==> src/hdl/interp_defines.svh <==
`ifndef INTERP_DEFINES_SVH
`define INTERP_DEFINES_SVH

// Register offsets, low address byte
`define OFF_CTRL1      8'hb0
`define OFF_ADD0       8'hb4
`define OFF_ADD1       8'hb8
`define OFF_BASE_PACK  8'hbc
`define OFF_ACC0       8'hc0
`define OFF_ACC1       8'hc4
`define OFF_LANE_A_ADDEND      8'hc8
`define OFF_LANE_B_ADDEND      8'hcc
`define OFF_FULL_RESULT_ADDEND      8'hd0
`define OFF_POP0       8'hd4
`define OFF_POP1       8'hd8
`define OFF_POPF       8'hdc
`define OFF_PEEK0      8'he0
`define OFF_PEEK1      8'he4
`define OFF_PEEKF      8'he8
`define OFF_CTRL0      8'hec

// Field positions and widths
`define FORCE_LO       28
`define ADD_W          24
`define HALF_W         16
`define CTRL_W         22
`define HSIZE_WORD     3'h2

// Reset values
`define CTRL_RST       22'h000000
`define WORD_RST       32'h00000000

`endif

==> src/hdl/interp_pkg.sv <==
`default_nettype none
package interp_pkg;

	typedef struct packed {
		logic       two_point_mix_mode;
		logic [1:0] force_msb;
		logic       add_raw;
		logic       swap_result_feedback;
		logic       swap_input_select;
		logic       signed_mode;
		logic [4:0] mask_msb;
		logic [4:0] mask_lsb;
		logic [4:0] shift;
	} lane_ctrl_type;

	typedef struct packed {
		logic       write;
		logic       word;
		logic [7:0] addr;
	} bus_req_type;

	typedef enum logic [1:0] {
		ST_IDLE    = 2'b00,
		ST_WRITE   = 2'b01,
		ST_RD_WAIT = 2'b11,
		ST_RD_RESP = 2'b10
	} bus_state_type;

endpackage
`default_nettype wire

==> src/hdl/dual_lane_interpolator.sv <==
// The AHB-Lite slave port was decided locally.
`include "interp_defines.svh"
`default_nettype none

// Behaviour
// - Force field ORs into bus-read lane result bits 29:28 only.
// - Raw-add set: lane-1 result uses the unshifted input value.
// - Raw-add affects only the lane result, not the full result.
// - Swap-result set: pop loads accumulator with opposite lane's result.
// - Swap-input set: shift-mask input is opposite lane's accumulator.
// - Input swap sits before raw-add bypass.
// - Signed set: masked value sign-extended to 32 bits before base add.
// - Signed set: pop and peek reads return the sign-extended value.
// - Mask passes bits from upper limit down to lower limit inclusive.
// - Accumulator logically right-shifted before masking.
// - Accumulator-add write adds 24-bit value to the accumulator.
// - Accumulator-add read returns low 24 bits of raw shift-mask value, zero-extended, no base.
// - Packed base write loads both lane bases in one cycle.
// - Packed halves sign- or zero-extended by their lane's signed bit.
// - Pop read returns result and writes both accumulators together.
// - Peek read returns result and changes no state.
// - Each accumulator is a full 32-bit read/write register.
// - Three base registers full 32-bit read/write, reset to zero.
// - Mix mode: lane-1 signed bit picks signed or unsigned interpolation.
module dual_lane_interpolator #(
	parameter int FRAC_W = 8
) (
	input  wire logic        clk_in,
	input  wire logic        rst_in,
	input  wire logic        ce_in,
	input  wire logic        hsel_in,
	input  wire logic [31:0] haddr_in,
	input  wire logic [1:0]  htrans_in,
	input  wire logic        hwrite_in,
	input  wire logic [2:0]  hsize_in,
	input  wire logic [31:0] hwdata_in,
	input  wire logic        hready_in,
	output logic             hreadyout_out,
	output logic [31:0]      hrdata_out,
	output logic             hresp_out
);

	function automatic logic [31:0] shift_mask(input logic [31:0] v, input interp_pkg::lane_ctrl_type c);
		logic [31:0] hi_keep;
		logic [31:0] m;
		hi_keep = 32'hffffffff >> (5'h1f - c.mask_msb);
		m = (v >> c.shift) & hi_keep & (32'hffffffff << c.mask_lsb);
		if (c.signed_mode && m[c.mask_msb]) begin
			m = m | ~hi_keep;
		end
		return m;
	endfunction

	interp_pkg::bus_state_type state_ff;
	interp_pkg::bus_state_type nxt_state;
	interp_pkg::bus_req_type   req_ff;
	interp_pkg::lane_ctrl_type ctrl0_ff;
	interp_pkg::lane_ctrl_type ctrl1_ff;
	logic [31:0] acc0_ff;
	logic [31:0] acc1_ff;
	logic [31:0] lane_a_addend_ff;
	logic [31:0] lane_b_addend_ff;
	logic [31:0] full_result_addend_ff;
	logic        hreadyout_ff;
	logic [31:0] hrdata_ff;
	logic        hresp_ff;

	// Bus decode
	wire         accept   = hsel_in & htrans_in[1] & hready_in;
	wire         wr_go    = ce_in & (state_ff == interp_pkg::ST_WRITE) & req_ff.word;
	wire         rd_go    = ce_in & (state_ff == interp_pkg::ST_RD_WAIT);
	wire [7:0]   ra       = req_ff.addr;
	wire         is_pop   = (ra == `OFF_POP0) | (ra == `OFF_POP1) | (ra == `OFF_POPF);
	wire         is_peek0 = (ra == `OFF_PEEK0);
	wire         pop_go   = rd_go & is_pop;
	wire         wr_add0  = wr_go & (ra == `OFF_ADD0);
	wire         wr_add1  = wr_go & (ra == `OFF_ADD1);
	wire         wr_pack  = wr_go & (ra == `OFF_BASE_PACK);
	wire         mix      = ctrl0_ff.two_point_mix_mode;

	// Datapath
	// input swap
	wire [31:0]  in0      = ctrl0_ff.swap_input_select ? acc1_ff : acc0_ff;
	wire [31:0]  in1      = ctrl1_ff.swap_input_select ? acc0_ff : acc1_ff;
	wire [31:0]  sm0      = shift_mask(in0, ctrl0_ff);
	wire [31:0]  sm1      = shift_mask(in1, ctrl1_ff);
	wire [31:0]  val0     = ctrl0_ff.add_raw ? in0 : sm0;
	wire [31:0]  val1     = ctrl1_ff.add_raw ? in1 : sm1;

	// mix weight by lane-1 low bits, sign by lane-1 signed bit
	wire [32:0]  b0_ext   = {ctrl1_ff.signed_mode & lane_a_addend_ff[31], lane_a_addend_ff};
	wire [32:0]  b1_ext   = {ctrl1_ff.signed_mode & lane_b_addend_ff[31], lane_b_addend_ff};
	wire [32:0]  diff     = b1_ext - b0_ext;
	wire [FRAC_W:0] frac  = {1'b0, val1[FRAC_W-1:0]};
	wire signed [33+FRAC_W:0] prod = $signed(diff) * $signed(frac);
	wire [31:0]  mix_val  = lane_a_addend_ff + prod[FRAC_W+31:FRAC_W];

	// normal sums; full always from masked values
	wire [31:0]  res0     = mix ? {{(32-FRAC_W){1'b0}}, sm1[FRAC_W-1:0]} : lane_a_addend_ff + val0;
	wire [31:0]  res1     = mix ? mix_val : lane_b_addend_ff + val1;
	wire [31:0]  res_full = mix ? full_result_addend_ff + sm0 : full_result_addend_ff + sm0 + sm1;

	wire [31:0]  force0   = {2'b00, ctrl0_ff.force_msb, 28'h0000000};
	wire [31:0]  force1   = {2'b00, ctrl1_ff.force_msb, 28'h0000000};
	wire [31:0]  bus_res0 = res0 | force0;
	wire [31:0]  bus_res1 = res1 | force1;

	wire [31:0]  pop_acc0 = ctrl0_ff.swap_result_feedback ? res1 : res0;
	wire [31:0]  pop_acc1 = ctrl1_ff.swap_result_feedback ? res0 : res1;

	wire [31:0]  pack0    = {{`HALF_W{ctrl0_ff.signed_mode & hwdata_in[15]}}, hwdata_in[15:0]};
	wire [31:0]  pack1    = {{`HALF_W{ctrl1_ff.signed_mode & hwdata_in[31]}}, hwdata_in[31:16]};
	wire [31:0]  add_val  = {8'h00, hwdata_in[`ADD_W-1:0]};

	// Read mux; unmapped reads zero
	logic [31:0] rd_mux;
	always_comb begin
		case (ra)
			`OFF_CTRL0:     rd_mux = {10'h000, ctrl0_ff};
			`OFF_CTRL1:     rd_mux = {11'h000, ctrl1_ff[20:0]};
			`OFF_ADD0:      rd_mux = {8'h00, sm0[`ADD_W-1:0]};
			`OFF_ADD1:      rd_mux = {8'h00, sm1[`ADD_W-1:0]};
			`OFF_ACC0:      rd_mux = acc0_ff;
			`OFF_ACC1:      rd_mux = acc1_ff;
			`OFF_LANE_A_ADDEND:     rd_mux = lane_a_addend_ff;
			`OFF_LANE_B_ADDEND:     rd_mux = lane_b_addend_ff;
			`OFF_FULL_RESULT_ADDEND:     rd_mux = full_result_addend_ff;
			// lane results with force bits ORed in on pop and peek
			`OFF_POP0:      rd_mux = bus_res0;
			`OFF_POP1:      rd_mux = bus_res1;
			`OFF_POPF:      rd_mux = res_full;
			`OFF_PEEK0:     rd_mux = bus_res0;
			`OFF_PEEK1:     rd_mux = bus_res1;
			`OFF_PEEKF:     rd_mux = res_full;
			default:        rd_mux = `WORD_RST;
		endcase
	end

	always_comb begin
		nxt_state = interp_pkg::ST_IDLE;
		case (state_ff)
			interp_pkg::ST_RD_WAIT: nxt_state = interp_pkg::ST_RD_RESP;
			default: begin
				if (accept) begin
					nxt_state = hwrite_in ? interp_pkg::ST_WRITE : interp_pkg::ST_RD_WAIT;
				end
			end
		endcase
	end

	// Reads take one wait state so read data leaves a flop
	always_ff @(posedge clk_in) begin
		if (rst_in) begin
			state_ff     <= interp_pkg::ST_IDLE;
			req_ff       <= '0;
			hreadyout_ff <= 1'b1;
			hrdata_ff    <= `WORD_RST;
			hresp_ff     <= 1'b0;
		end else if (ce_in) begin
			state_ff     <= nxt_state;
			hreadyout_ff <= (nxt_state != interp_pkg::ST_RD_WAIT);
			if (accept) begin
				req_ff <= '{write: hwrite_in, word: (hsize_in == `HSIZE_WORD), addr: haddr_in[7:0]};
			end
			if (rd_go) begin
				hrdata_ff <= rd_mux;
			end
		end
	end

	always_ff @(posedge clk_in) begin
		if (rst_in) begin
			ctrl0_ff <= `CTRL_RST;
			ctrl1_ff <= `CTRL_RST;
		end else if (wr_go && ra == `OFF_CTRL0) begin
			ctrl0_ff <= hwdata_in[`CTRL_W-1:0];
		end else if (wr_go && ra == `OFF_CTRL1) begin
			ctrl1_ff <= {1'b0, hwdata_in[20:0]};
		end
	end

	always_ff @(posedge clk_in) begin
		if (rst_in) begin
			acc0_ff <= `WORD_RST;
			acc1_ff <= `WORD_RST;
		end else if (pop_go) begin
			acc0_ff <= pop_acc0;
			acc1_ff <= pop_acc1;
		end else if (wr_go) begin
			if (ra == `OFF_ACC0) begin
				acc0_ff <= hwdata_in;
			end
			if (wr_add0) begin
				acc0_ff <= acc0_ff + add_val;
			end
			if (ra == `OFF_ACC1) begin
				acc1_ff <= hwdata_in;
			end
			if (wr_add1) begin
				acc1_ff <= acc1_ff + add_val;
			end
		end
	end

	always_ff @(posedge clk_in) begin
		if (rst_in) begin
			lane_a_addend_ff <= `WORD_RST;
			lane_b_addend_ff <= `WORD_RST;
			full_result_addend_ff <= `WORD_RST;
		end else if (wr_pack) begin
			lane_a_addend_ff <= pack0;
			lane_b_addend_ff <= pack1;
		end else if (wr_go) begin
			if (ra == `OFF_LANE_A_ADDEND) begin
				lane_a_addend_ff <= hwdata_in;
			end
			if (ra == `OFF_LANE_B_ADDEND) begin
				lane_b_addend_ff <= hwdata_in;
			end
			if (ra == `OFF_FULL_RESULT_ADDEND) begin
				full_result_addend_ff <= hwdata_in;
			end
		end
	end

	assign hreadyout_out = hreadyout_ff;
	assign hrdata_out    = hrdata_ff;
	assign hresp_out     = hresp_ff;
endmodule
`default_nettype wire

==> config.mk <==
export PLATFORM = sky130hd
export DESIGN_NAME = dual_lane_interpolator
export DESIGN_NICKNAME = d
export VERILOG_FILES = /design/src/hdl/interp_pkg.sv /design/src/hdl/dual_lane_interpolator.sv
export VERILOG_INCLUDE_DIRS = /design/src /design/src/hdl
export SDC_FILE = /design/constraint.sdc
export NUM_CORES = 2
export LEC_CHECK = 0
export BUFFER_PORTS_ARGS = -buffer_cell sky130_fd_sc_hd__buf_2
export CORE_ASPECT_RATIO = 1.2
export CORE_MARGIN = 2
export CORE_UTILIZATION = 50
export CTS_CLUSTER_SIZE = 24
export DETAILED_ROUTE_END_ITERATION = 10
export PLACE_DENSITY = 0.7
export SETUP_SLACK_MARGIN = 0.4
export SYNTH_ARGS = -nofsm -noshare
export SYNTH_HDL_FRONTEND = slang
export SYNTH_SLANG_ARGS = --single-unit
==> constraint.sdc <==
create_clock -name clk_in -period 12.2 [get_ports clk_in]
set_input_delay 2.44 -clock clk_in [delete_from_list [all_inputs] [get_ports clk_in]]
set_output_delay 2.44 -clock clk_in [all_outputs]
set_load 0.05 [all_outputs]
==> results_dict.tcl <==
set metrics [dict create \
    core_um2 83300 \
    row_count 116 \
    crit_path_top_delay_cell "sky130_fd_sc_hd__mux4_2" \
    post_drt_via_cell_ratio 6.73 \
    tritoncts_num_sinks 247 \
    worst_hold_path_type "flop to flop" \
    period_minus_slack_ns 11.52 \
    grt.met3_usage_pct 13.3 \
    firstDrtPassIters 10 \
    die_area_um2 86400 \
    groute.usage.overall_pct 44.7 \
    drive_above_1_share_pct 13.7 \
    grt_max_degree 79 \
    vias 45800 \
    clkSlewWorstSetupHoldPaths_ns 0.06 \
    synth_seq_cells 247 \
    ir_drop_uv 132 \
    mappedNetlistArea_um2 42000 \
    final_hold_violation_count 0 \
    tritoncts "built" \
    final_cell_mix "sky130_fd_sc_hd__nand2_1, sky130_fd_sc_hd__nor2_1, sky130_fd_sc_hd__a21oi_1" \
    post-route-drc-count 0 \
    postPlaceCellArea_um2 44800 \
    insertion_delay_ns 0.65 \
    synth.avg_cell_area_um2 7.52 \
    finalSetupViolCount 0 \
    cts_htree_levels 1 \
    ioPinCount 109 \
    synth_edf_count 0 \
    syn_inst_count 5591 \
    timing.slew.headroom_pct 10.2 \
    busiest_layer_in_global_routing "met2" \
    ys_types 112 \
    fin_ws_ns 0.683 \
    setup_total_negative_slack_ns 0 \
    drt-initial-drc-count 5751 \
    cp-start-kind "flop" \
    timing.max_cap.violations 0 \
    critical_path_required_ns 12.69 \
    die_w_um 269 \
    synthesis.nets 6185 \
    overflow 0 \
    post-dp-hpwl_um 156000 \
    worst_ep_arrival_time_ns 12.00 \
    postSynth.asyncResetShare_pct 0 \
    hold_depth 2 \
    ys_warn_count 0 \
    worst_path_largest_cell_delay_ns 0.56 \
    period_share_pct 94.4 \
    routed_wirelength_um 198000 \
    dieHeight_um 322 \
    clockBufferDepth 3 \
    grt_util_met1_pct 53.7 \
    tightest_slew_ns 1.34 \
    synthFlopType "sky130_fd_sc_hd__dfxtp_1" \
    grt_pass1_wl_um 286000 \
    slew_viol_final 0 \
    rsz0062_at_grt "yes" \
    power_leakage_nw 19.4 \
    post_cts_hold_buffer_count 0 \
    layout.nets 6253 \
    placer_congestion_estimate 1.08 \
    cp-end-kind "flop" \
    area_of_all_placed_cells_without_fillers_um2 46300 \
    synth-seq-area-share_pct 11.8 \
    syn_to_final_growth_pct 10.2 \
    power.density_nw_per_um2 40.9 \
    timing.critical_path.fanout_max 23 \
    via_count_of_the_first_global_routing_pass 43900 \
    io_buffer_count 82 \
    dpl_worst_slack_ns -0.153 \
    clock_skew_ns 0.0418 \
    worst-r2r-cell-count 51 \
    crit_type "flop to flop" \
    fmax_mhz 86.8 \
    start_util_pct 50.4 \
    tritoncts.num_buffers 31 \
    cts-root-buf "sky130_fd_sc_hd__clkbuf_16" \
    hold-worst-slack_ns 0.454 \
    layout.cells.most_common "sky130_fd_sc_hd__nand2_1" \
    ant_nets 0 \
    gr-usage-met2_pct 68.6 \
    avgRoutedWirePerCell_um 29.0 \
    number_of_antenna_violations_at_the_first_check_in_global_routing 9 \
    result_of_the_run "completed" \
]
==> path summary, 6_finish.rpt <==
check,from,to,slack (ns)
setup / recovery,ctrl1_ff[0],acc1_ff[27],0.68
hold / removal,hrdata_out[25],hrdata_out[25],0.45
setup reg to reg,ctrl1_ff[0],acc1_ff[27],0.68
hold reg to reg,hrdata_out[25],hrdata_out[25],0.45
==> cell usage after synthesis (all sizes together) (53+ instances only) <==
cell type  count  share of area (%)
fa           206                9.8
buf           75                1.1
mux4         107                5.8
nor2         582                5.2
clkbuf       302                2.7
mux2i        172                4.1
ha           313                9.3
nor3         162                2.0
a22oi         76                1.4
a21oi        497                6.0
nor2b         61               0.91
a211oi        75                1.3
dfxtp        247                 12
nand2        687                6.1
o21ai        256                3.0
inv          407                3.6
nand3         97                1.2
and3          54               0.80
and2          53               0.79
nand2b        64               0.97
xnor2        153                3.2
xor2          97                2.0
a21o          67                1.2
mux2          56                1.5
==> cell families (layout without fill, tap and decap cells) <==
kind of cell | count (synthesis) | in the layout | share of synthesized area (%)
multiplexers | 335 | 335 | 11.4
other | 1 | 6 | 0.00892
buffers and inverters | 791 | 883 | 7.55
AND/OR/NAND/NOR | 1895 | 1895 | 20.1
XOR/XNOR | 250 | 250 | 5.23
adder cells (fa/ha/maj) | 519 | 519 | 19.1
AO/OA/AOI/OAI | 1553 | 1553 | 24.8
flip-flops | 247 | 247 | 11.8
==> worst max-delay path, delay by kind of cell, from the launching register on <==
family,cells,cell delay [ns]
compound gates,25,5.18
xor+xnor,1,0.08
fa+ha+maj,6,2.37
buf+inv,5,0.71
flops,1,0.46
mux,3,1.27
simple gates,11,1.26
==> power breakdown <==
group | total (W) | switching, W | internal (W)
registers | 0.000807 | 0.00000137 | 0.000805
logic | 0.0000903 | 0.0000688 | 0.0000215
clock network | 0.000999 | 0.000443 | 0.000556
==> sequential cells by signal (all words and copies together), names as in the netlist <==
register and flops:
lane_a_addend_ff 32, req_ff 1, hreadyout_out 1, acc0_ff 32, ctrl1_ff 21, ra 8, hrdata_out 32, full_result_addend_ff 32
ctrl0_ff 21, lane_b_addend_ff 32, state_ff 2, mix 1, acc1_ff 32
==> per-layer routing <==
layer,share of wire (%),up-vias
met5,0.033,-
met4,8.4,10
met3,13,819
met2,43,3015
met1,36,21800
li1,-,20200
==> stage by stage <==
stage               total power (W)  utilization, %  instances
floorplan                  0.000866               -       5591
global placement           0.000910            53.8       6737
global route                0.00192            55.6       6805
CTS                         0.00189            55.2       6797
finish                      0.00190            55.6       6809
detailed placement         0.000910            53.8       6737
==> repair_timing <==
item / CTS / global route
endpoints found under the setup margin: 17 / 30
setup buffers: 3 / 6
pin swaps: 6 / 21
resized for setup: 19 / 69
==> final cells by class <==
| cell class | instances | area (µm²) |
|---|---|---|
| Antenna cell | 5 | 12.5 |
| Clock buffer | 35 | 832 |
| Sequential cell | 247 | 4980 |
| Timing Repair Buffer | 412 | 2990 |
| Tap cell | 1121 | 1400 |
| Multi-Input combinational cell | 4553 | 34300 |
| Fill cell | 8068 | 37000 |
| Inverter | 414 | 1560 |
| Clock inverter | 22 | 220 |
Power figures use the tool's default switching activity.
